[config.mk]
export PLATFORM = sky130hd
export DESIGN_NAME = adc_result_flag_arbitration
export DESIGN_NICKNAME = d
export VERILOG_FILES = /design/src/adc_pkg.sv /design/src/adc_sar_engine.sv /design/src/adc_result_flag_arbitration.sv
export VERILOG_INCLUDE_DIRS = /design/src
export SDC_FILE = /design/constraint.sdc
export NUM_CORES = 1
export LEC_CHECK = 0
export BUFFER_PORTS_ARGS = -buffer_cell sky130_fd_sc_hd__buf_4
export CORE_MARGIN = 2
export CORE_UTILIZATION = 53
export DETAILED_ROUTE_END_ITERATION = 8
export HOLD_SLACK_MARGIN = 0.05
export PLACE_DENSITY = 0.8
export SYNTH_ARGS = -nofsm -noshare
export SYNTH_HDL_FRONTEND = slang
export SYNTH_SLANG_ARGS = --single-unit
[constraint.sdc]
create_clock -name pclk -period 2.6 [get_ports pclk]
set_clock_uncertainty 0.1 [all_clocks]
set_input_delay 0.65 -clock pclk [delete_from_list [all_inputs] [get_ports pclk]]
set_output_delay 0.65 -clock pclk [all_outputs]
set_load 0.02 [all_outputs]
[src/adc_cfg.svh]
// Purpose: Constants of the converter control block
// Assumes: APB byte addresses, 100 MHz pclk
// Notes:   Definitions only
`ifndef ADC_CFG_SVH
`define ADC_CFG_SVH

// ----------------------------------------------------------------
// Register map
// ----------------------------------------------------------------
`define ADDR_W            8
`define OFF_MODE          8'h00
`define OFF_CHAN          8'h04
`define OFF_RESULT        8'h08
`define OFF_STATUS        8'h0C
`define OFF_MASK          8'h10
`define OFF_DAC_MODE      8'h14

// ----------------------------------------------------------------
// Fields and reset values
// ----------------------------------------------------------------
`define RUN_BIT           7
`define CHAN_MSB          2
`define CHAN_MAX          3'h4
`define DONE_BIT          0
`define VALID_BIT         1
`define DAC_EN_BIT        0
`define RST_CHAN          3'h0
`define RST_RESULT        8'h00
`define RD_ZERO           32'h0000_0000

// ----------------------------------------------------------------
// Timing
// ----------------------------------------------------------------
`define CLK_PERIOD_NS     10
`define SAMPLE_TIME_NS    80
`define SAMPLE_CYCLES     4'((`SAMPLE_TIME_NS + `CLK_PERIOD_NS - 1) / `CLK_PERIOD_NS)
`define SAR_MSB           3'h7
`define SAR_FIRST_CODE    8'h80

`endif

[src/adc_pkg.sv]
// Purpose: Types of the converter control block
// Assumes: Constants come from adc_cfg.svh
// Notes:   State of each module is one packed struct
package adc_pkg;

  typedef enum logic [1:0] {SAR_IDLE, SAR_SAMPLE, SAR_CONVERT} sar_phase_t;

  typedef struct packed {
    sar_phase_t  phase;
    logic [3:0]  cnt;
    logic [2:0]  bit_idx;
    logic [7:0]  code;
    logic [7:0]  result;
    logic        done;
  } sar_state_t;

  typedef struct packed {
    logic        run;
    logic [2:0]  chan;
    logic [7:0]  result;
    logic        result_valid;
    logic        flag;
    logic [1:0]  mask;
    logic        dac_en;
    logic [31:0] prdata;
    logic        pend;
    logic [7:0]  pend_data;
    logic        cmp_meta;
    logic        cmp_sync;
    logic        irq_pulse;
  } ctrl_state_t;

endpackage

[src/adc_sar_engine.sv]
// Purpose: Successive approximation sequencer, sample then 8 trials
// Assumes: Comparator level already synchronised
// Notes:   Abort returns to idle in one cycle
`timescale 1ns/10ps
`default_nettype none
`include "adc_cfg.svh"

module adc_sar_engine
  import adc_pkg::*;
(
  input  wire logic       pclk,
  input  wire logic       presetn,
  input  wire logic       start,
  input  wire logic       abort,
  input  wire logic       cmp_high,
  output logic            busy,
  output logic            sampling,
  output logic [7:0]      trial_code,
  output logic            done,
  output logic [7:0]      result
);

  sar_state_t st_ff;
  sar_state_t nxt_st;

  always_comb begin
    nxt_st      = st_ff;
    nxt_st.done = 1'b0;
    if (abort) begin
      nxt_st.phase = SAR_IDLE;
    end else begin
      unique case (st_ff.phase)
        SAR_IDLE: begin
          if (start) begin
            nxt_st.phase = SAR_SAMPLE;
            nxt_st.cnt   = 4'h0;
          end
        end
        SAR_SAMPLE: begin
          nxt_st.cnt = st_ff.cnt + 4'h1;
          if (st_ff.cnt == `SAMPLE_CYCLES - 4'h1) begin
            nxt_st.phase   = SAR_CONVERT;
            nxt_st.bit_idx = `SAR_MSB;
            nxt_st.code    = `SAR_FIRST_CODE;
          end
        end
        SAR_CONVERT: begin
          // Trial bit stays only if the input is above the trial level
          nxt_st.code[st_ff.bit_idx] = cmp_high;
          if (st_ff.bit_idx == 3'h0) begin
            nxt_st.result = {st_ff.code[7:1], cmp_high};
            nxt_st.done   = 1'b1;
            nxt_st.phase  = SAR_IDLE;
          end else begin
            nxt_st.bit_idx                    = st_ff.bit_idx - 3'h1;
            nxt_st.code[st_ff.bit_idx - 3'h1] = 1'b1;
          end
        end
      endcase
    end
  end

  always_ff @(posedge pclk or negedge presetn) begin
    if (!presetn) begin
      st_ff <= '{phase: SAR_IDLE, cnt: 4'h0, bit_idx: 3'h0, code: 8'h00,
                 result: 8'h00, done: 1'b0};
    end else begin
      st_ff <= nxt_st;
    end
  end

  assign busy       = (st_ff.phase != SAR_IDLE);
  assign sampling   = (st_ff.phase == SAR_SAMPLE);
  assign trial_code = st_ff.code;
  assign done       = st_ff.done;
  assign result     = st_ff.result;

endmodule // adc_sar_engine
`default_nettype wire

[src/adc_result_flag_arbitration.sv]
// Purpose: Run control, result arbitration and done flag of the converter
// Assumes: APB slave, zero wait; standby level is on pclk
// Notes:   Emulation helper register only drives its own pin
//
// Behaviour
// Standby stops all conversion activity.
// Clearing the run bit stops conversion.
// Coincident result read completes before store.
// Control write at end drops result, irq.
// Channel rewrite leaves done flag untouched.
// Old channel result may still land.
// Software clears flag before restarting.
// Result undefined after control writes.
// Software reads result before control writes.
// No port reads on converting pin.
// Emulation helper register is write only.
// Software sets helper enable for power-fail.
// Software writes zero to helper bits 7:1.
// Helper register never alters converter behaviour.
// Run bit set restarts conversions back to back.
// Control write aborts, restarts if running.
// Completed conversion stores result, raises irq.
// Channel codes 0 to 4 only.
// Done flag sticky until software clears.
//
// The register offsets and the APB register port are this design's own decisions.
`timescale 1ns/10ps
`default_nettype none
`include "adc_cfg.svh"

module adc_result_flag_arbitration
  import adc_pkg::*;
(
  input  wire logic                pclk,
  input  wire logic                presetn,
  input  wire logic                psel,
  input  wire logic                penable,
  input  wire logic                pwrite,
  input  wire logic [`ADDR_W-1:0]  paddr,
  input  wire logic [31:0]         pwdata,
  output logic [31:0]              prdata,
  output logic                     pready,
  output logic                     pslverr,
  input  wire logic                standby,
  input  wire logic                comparator_in,
  output logic [2:0]               analog_mux_sel,
  output logic                     sample_hold,
  output logic [7:0]               dac_trial_code,
  output logic                     conversion_done_irq,
  output logic                     irq,
  output logic                     emulator_dac_enable
);

  // ----------------------------------------------------------------
  // State and bus decode
  // ----------------------------------------------------------------
  ctrl_state_t st_ff;
  ctrl_state_t nxt_st;

  logic        setup;
  logic        access;
  logic        wr;
  logic        rd;
  logic        hit_mode;
  logic        hit_chan;
  logic        hit_result;
  logic        hit_status;
  logic        hit_mask;
  logic        hit_dac;
  logic        mapped;
  logic        chan_bad;
  logic        ctl_wr;
  logic        res_rd;
  logic        sar_busy;
  logic        sar_sampling;
  logic        sar_done;
  logic [7:0]  sar_result;
  logic [7:0]  sar_code;
  logic        sar_start;
  logic        sar_abort;
  logic        store_now;

  assign setup      = psel & ~penable;
  assign access     = psel & penable;
  assign wr         = access & pwrite;
  assign rd         = access & ~pwrite;
  assign hit_mode   = (paddr == `OFF_MODE);
  assign hit_chan   = (paddr == `OFF_CHAN);
  assign hit_result = (paddr == `OFF_RESULT);
  assign hit_status = (paddr == `OFF_STATUS);
  assign hit_mask   = (paddr == `OFF_MASK);
  assign hit_dac    = (paddr == `OFF_DAC_MODE);
  assign mapped     = hit_mode | hit_chan | hit_result | hit_status | hit_mask | hit_dac;
  // Prohibited channel codes are refused, the old channel stays
  assign chan_bad   = hit_chan & pwrite & (pwdata[`CHAN_MSB:0] > `CHAN_MAX);
  assign ctl_wr     = wr & (hit_mode | (hit_chan & ~chan_bad));
  assign res_rd     = rd & hit_result;

  assign pready  = 1'b1;
  assign pslverr = access & (~mapped | chan_bad | (hit_dac & ~pwrite));

  // ----------------------------------------------------------------
  // Conversion sequencing
  // ----------------------------------------------------------------
  // Abort covers standby, stop and every control write
  assign sar_abort = standby | ctl_wr | ~st_ff.run;
  assign sar_start = st_ff.run & ~standby & ~ctl_wr;

  adc_sar_engine u_sar (
    .pclk       (pclk),
    .presetn    (presetn),
    .start      (sar_start),
    .abort      (sar_abort),
    .cmp_high   (st_ff.cmp_sync),
    .busy       (sar_busy),
    .sampling   (sar_sampling),
    .trial_code (sar_code),
    .done       (sar_done),
    .result     (sar_result)
  );

  // A control write landing on the end cycle wins; a read defers the store
  assign store_now = sar_done & ~ctl_wr & ~res_rd;

  always_comb begin
    nxt_st           = st_ff;
    nxt_st.cmp_meta  = comparator_in;
    nxt_st.cmp_sync  = st_ff.cmp_meta;
    nxt_st.irq_pulse = 1'b0;
    nxt_st.pend      = 1'b0;

    if (setup) begin
      unique case (1'b1)
        hit_mode:   nxt_st.prdata = {24'h00_0000, st_ff.run, 7'h00};
        hit_chan:   nxt_st.prdata = {29'h0000_0000, st_ff.chan};
        hit_result: nxt_st.prdata = {24'h00_0000, st_ff.result};
        hit_status: nxt_st.prdata = {30'h0000_0000, st_ff.result_valid, st_ff.flag};
        hit_mask:   nxt_st.prdata = {30'h0000_0000, st_ff.mask};
        default:    nxt_st.prdata = `RD_ZERO;
      endcase
    end

    if (wr) begin
      if (hit_mode) begin
        nxt_st.run = pwdata[`RUN_BIT];
      end
      if (hit_chan && !chan_bad) begin
        nxt_st.chan = pwdata[`CHAN_MSB:0];
      end
      // Only a status write clears the flag, never a channel write
      if (hit_status && pwdata[`DONE_BIT]) begin
        nxt_st.flag = 1'b0;
      end
      if (hit_mask) begin
        nxt_st.mask = pwdata[1:0];
      end
      if (hit_dac) begin
        // Only bit 0 is kept; it reaches nothing but its own pin
        nxt_st.dac_en = pwdata[`DAC_EN_BIT];
      end
    end

    if (ctl_wr) begin
      nxt_st.result_valid = 1'b0;
    end

    if (sar_done && res_rd && !ctl_wr) begin
      nxt_st.pend      = 1'b1;
      nxt_st.pend_data = sar_result;
    end

    if (store_now || (st_ff.pend && !ctl_wr)) begin
      nxt_st.result       = store_now ? sar_result : st_ff.pend_data;
      nxt_st.result_valid = 1'b1;
      nxt_st.irq_pulse    = 1'b1;
      // Set beats a same-cycle clear
      nxt_st.flag         = 1'b1;
    end
  end

  always_ff @(posedge pclk or negedge presetn) begin
    if (!presetn) begin
      st_ff <= '{run: 1'b0, chan: `RST_CHAN, result: `RST_RESULT, result_valid: 1'b0,
                 flag: 1'b0, mask: 2'h0, dac_en: 1'b0, prdata: `RD_ZERO, pend: 1'b0,
                 pend_data: 8'h00, cmp_meta: 1'b0, cmp_sync: 1'b0, irq_pulse: 1'b0};
    end else begin
      st_ff <= nxt_st;
    end
  end

  // ----------------------------------------------------------------
  // Outputs
  // ----------------------------------------------------------------
  assign prdata              = st_ff.prdata;
  assign analog_mux_sel      = st_ff.chan;
  assign sample_hold         = sar_sampling;
  assign dac_trial_code      = sar_code;
  assign conversion_done_irq = st_ff.irq_pulse;
  // Mask bit 1 would only gate the valid bit, which never interrupts
  assign irq                 = st_ff.flag & st_ff.mask[`DONE_BIT];
  assign emulator_dac_enable = st_ff.dac_en;
endmodule // adc_result_flag_arbitration
`default_nettype wire

==> metrics.txt <==
status finished, final reports clean; commonest non-fill, non-tap cell in the layout dfrtp_1; CTS tree yes; row count 29; post-CTS setup buffer count 0; Starting Density 0.549; number of global-route vias before repair between 2000 and 2500; PortBufs 42; Setup-failing EPs final 0; Final period util 0.985; clock sink count between 60 and 70; Data arrival, critical path 1810 ps; RR Startpoint u_sar.st_ff[18]$_DFFE_PN0P_; Top delay family on crit path simple AND/OR/NAND/NOR gates; cts repair resizes 0; share of the synthesized area in the top cell type 0.450; critical-path cell list buf_4 > or4_4 > buf_4 > nor2_2 > a31oi_1 > buf_4; Hold Slack 249 ps; R2R depth 7; post-route insts no fill 453; clk_lat worst skew roughly 330 ps; Final Critical Period 2560 ps; worst slew pin tran 774 ps; Hold Path Class reg2reg; full die area roughly 7300 um^2; Top Ports 96; Synth Cell Area 3510 um^2; all-layer global routing usage 0.197; RR Endpoint u_sar.trial_code[5]$_DFFE_PN0P_; Yosys top cell by area dfrtp_1; main area contributors after synthesis dfrtp_1 45%, buf_4 9.4%, mux2_2 8.0%; Critical Path Max Stage Delay 540 ps; Die X 85.3 um; Multi-input gate area between 1500 and 2000 um^2; initial antenna violation count 0; TNS Setup 0 ps; Worst-path clk slew 70 ps; Power Density 510 nW/um^2; Post-synth EDFFs 0; RSZ-0062 raised after global routing no; worst vdd ir 0.384 mV; via count 2567; Final Max Slew Viols 0; First-pass DRT Iterations 4; Final GP Congestion roughly 0.9; area post-placement between 3000 and 4000 um^2; # placed instances between 400 and 500; maximum operating frequency about 390 MHz; first-pass GRT wire length 11200 um; ys async rst share 1.00; Final ANT Viol Nets 0; Die H roughly 85 um; leakage power 0.00195 uW; Gate Count Post-Synth 339; HPWL Detailed roughly 4800 um; most frequent cells in the layout 63 x dfrtp_1, 54 x buf_4, 28 x a21oi_1; most used cell, CP buf_4; share of cells above drive strength 1 0.274; Synth cell types 50; CP Max Fanout 3; final instance area 3950 um^2; critical path required time approximately 1900 ps; Routed WL 6700 um; critical hold path startpoint nxt_st[1]$_DFF_PN0_; CP Class in2out; Fillers between 500 and 600; CP startpoint kind input pin; largest net degree at the start of global routing 64; residual DRC count 0; clk buf depth 2; yosys warns 0; CP endpoint kind primary output; via/cell ratio 5.67; Core Area 6390 um^2; ys flop type dfrtp_1; register area 1580 um^2; fin nets 427; GR Overflow Total 0; Routed WL per cell between 10 and 15 um; hold bufs inserted after CTS 0; Finished Core Util 0.619; post-synthesis sequential area ratio 0.450; final hold vios 0; Reg2Reg Setup Slack 590 ps; Layout area overhead 12.7%; Worst Path Buf+Inv 3; Cells on Worst Hold Path 0; Yosys reg bits 63; total CTS buffers 9; htree depth 3; DR iter-0 viols 180; Hold Path End st_ff[1]$_DFF_PN0_; CTS root buf clkbuf_8; syn_area_per_cell 10.3 um^2; relative slew slack 0.484; n_diodes 0; Max Cap Viol 0; slowest CP cell or4_4
-- stage by stage --
step / total power, uW / worst slack, ps
5_1_grt: 2090 / 13.3
6_report: 2020 / 40.2
3_5_place_dp: 1120 / -283
2_1_floorplan: 1100 / -126
4_1_cts: 2030 / 14.9
3_3_place_gp: 1120 / -235
-- cell families (layout without fill, tap and decap cells) --
kind of cell | Yosys count | in the layout | synth area share
simple gates | 76 | 76 | 0.117
flops | 63 | 63 | 0.450
fa+ha+maj | 7 | 7 | 0.0250
other cells | 2 | 25 | 0.00214
mux | 44 | 44 | 0.140
buf+inv | 67 | 81 | 0.121
compound gates | 80 | 80 | 0.145
-- layout make-up --
cell class              instances  area share
flip-flops and latches         63       0.399
inverters                      12      0.0114
well taps                      77      0.0244
multi-input cells             232       0.404
repair buffers                 55       0.108
clock buffers                  11      0.0358
clock inverters                 3      0.0174
-- sequential cells by signal, indices dropped and copies added (netlist names) --
register	flops
st_ff	23
u_sar.st_ff	9
u_sar.done	1
nxt_st	1
analog_mux_sel	3
emulator_dac_enable	1
prdata	8
conversion_done_irq	1
u_sar.result	8
u_sar.trial_code	8
-- power by group --
group	switching [uW]	internal, uW	total, uW
registers	2.75	984	987
clock network	352	557	909
logic	87.4	32.6	120
total	442	1570	2020
-- worst max-delay path by stage --
stage / startpoint / endpoint / slack [ps] / depth (start not counted)
after floorplan: paddr[7] / st_ff[49]$_DFFE_PN0P_ / -130 / 6
after global placement: paddr[7] / st_ff[54]$_DFFE_PN0P_ / -230 / 6
after detailed placement: paddr[7] / st_ff[56]$_DFFE_PN0P_ / -280 / 6
after CTS: paddr[7] / pslverr / 10 / 6
after global routing: paddr[7] / st_ff[56]$_DFFE_PN0P_ / 10 / 6
final: paddr[7] / pslverr / 40 / 6
-- synth_stat cells, types with 2 or more instances --
cell and instances:
a21oi_1 28, o22ai_1 9, mux2i_1 5, and3_1 3, nor3_1 2, inv_1 11, a21boi_0 3, and2_1 2
nand2_1 21, dfrtp_1 63, mux2_2 25, ha_1 7, buf_4 44, nand2b_1 6, nor2b_1 4, conb_1 2
or2_2 2, a31oi_1 2, nor2_1 16, a211oi_1 3, nand3_1 9, a22oi_1 2, mux2_1 14, a22o_1 7
clkbuf_1 9, o31ai_1 5, o21ai_0 12
-- routing by layer --
| metal | vias up | track usage | routed length, um |
|---|---|---|---|
| li1 | 1211 | - | - |
| met1 | 1229 | 0.247 | 2810 |
| met2 | 108 | 0.318 | 3250 |
| met3 | 19 | 0.0652 | 473 |
| met4 | 0 | 0.0736 | 163 |
| met5 | - | 0 | 0 |
Power figures use the tool's default switching activity.
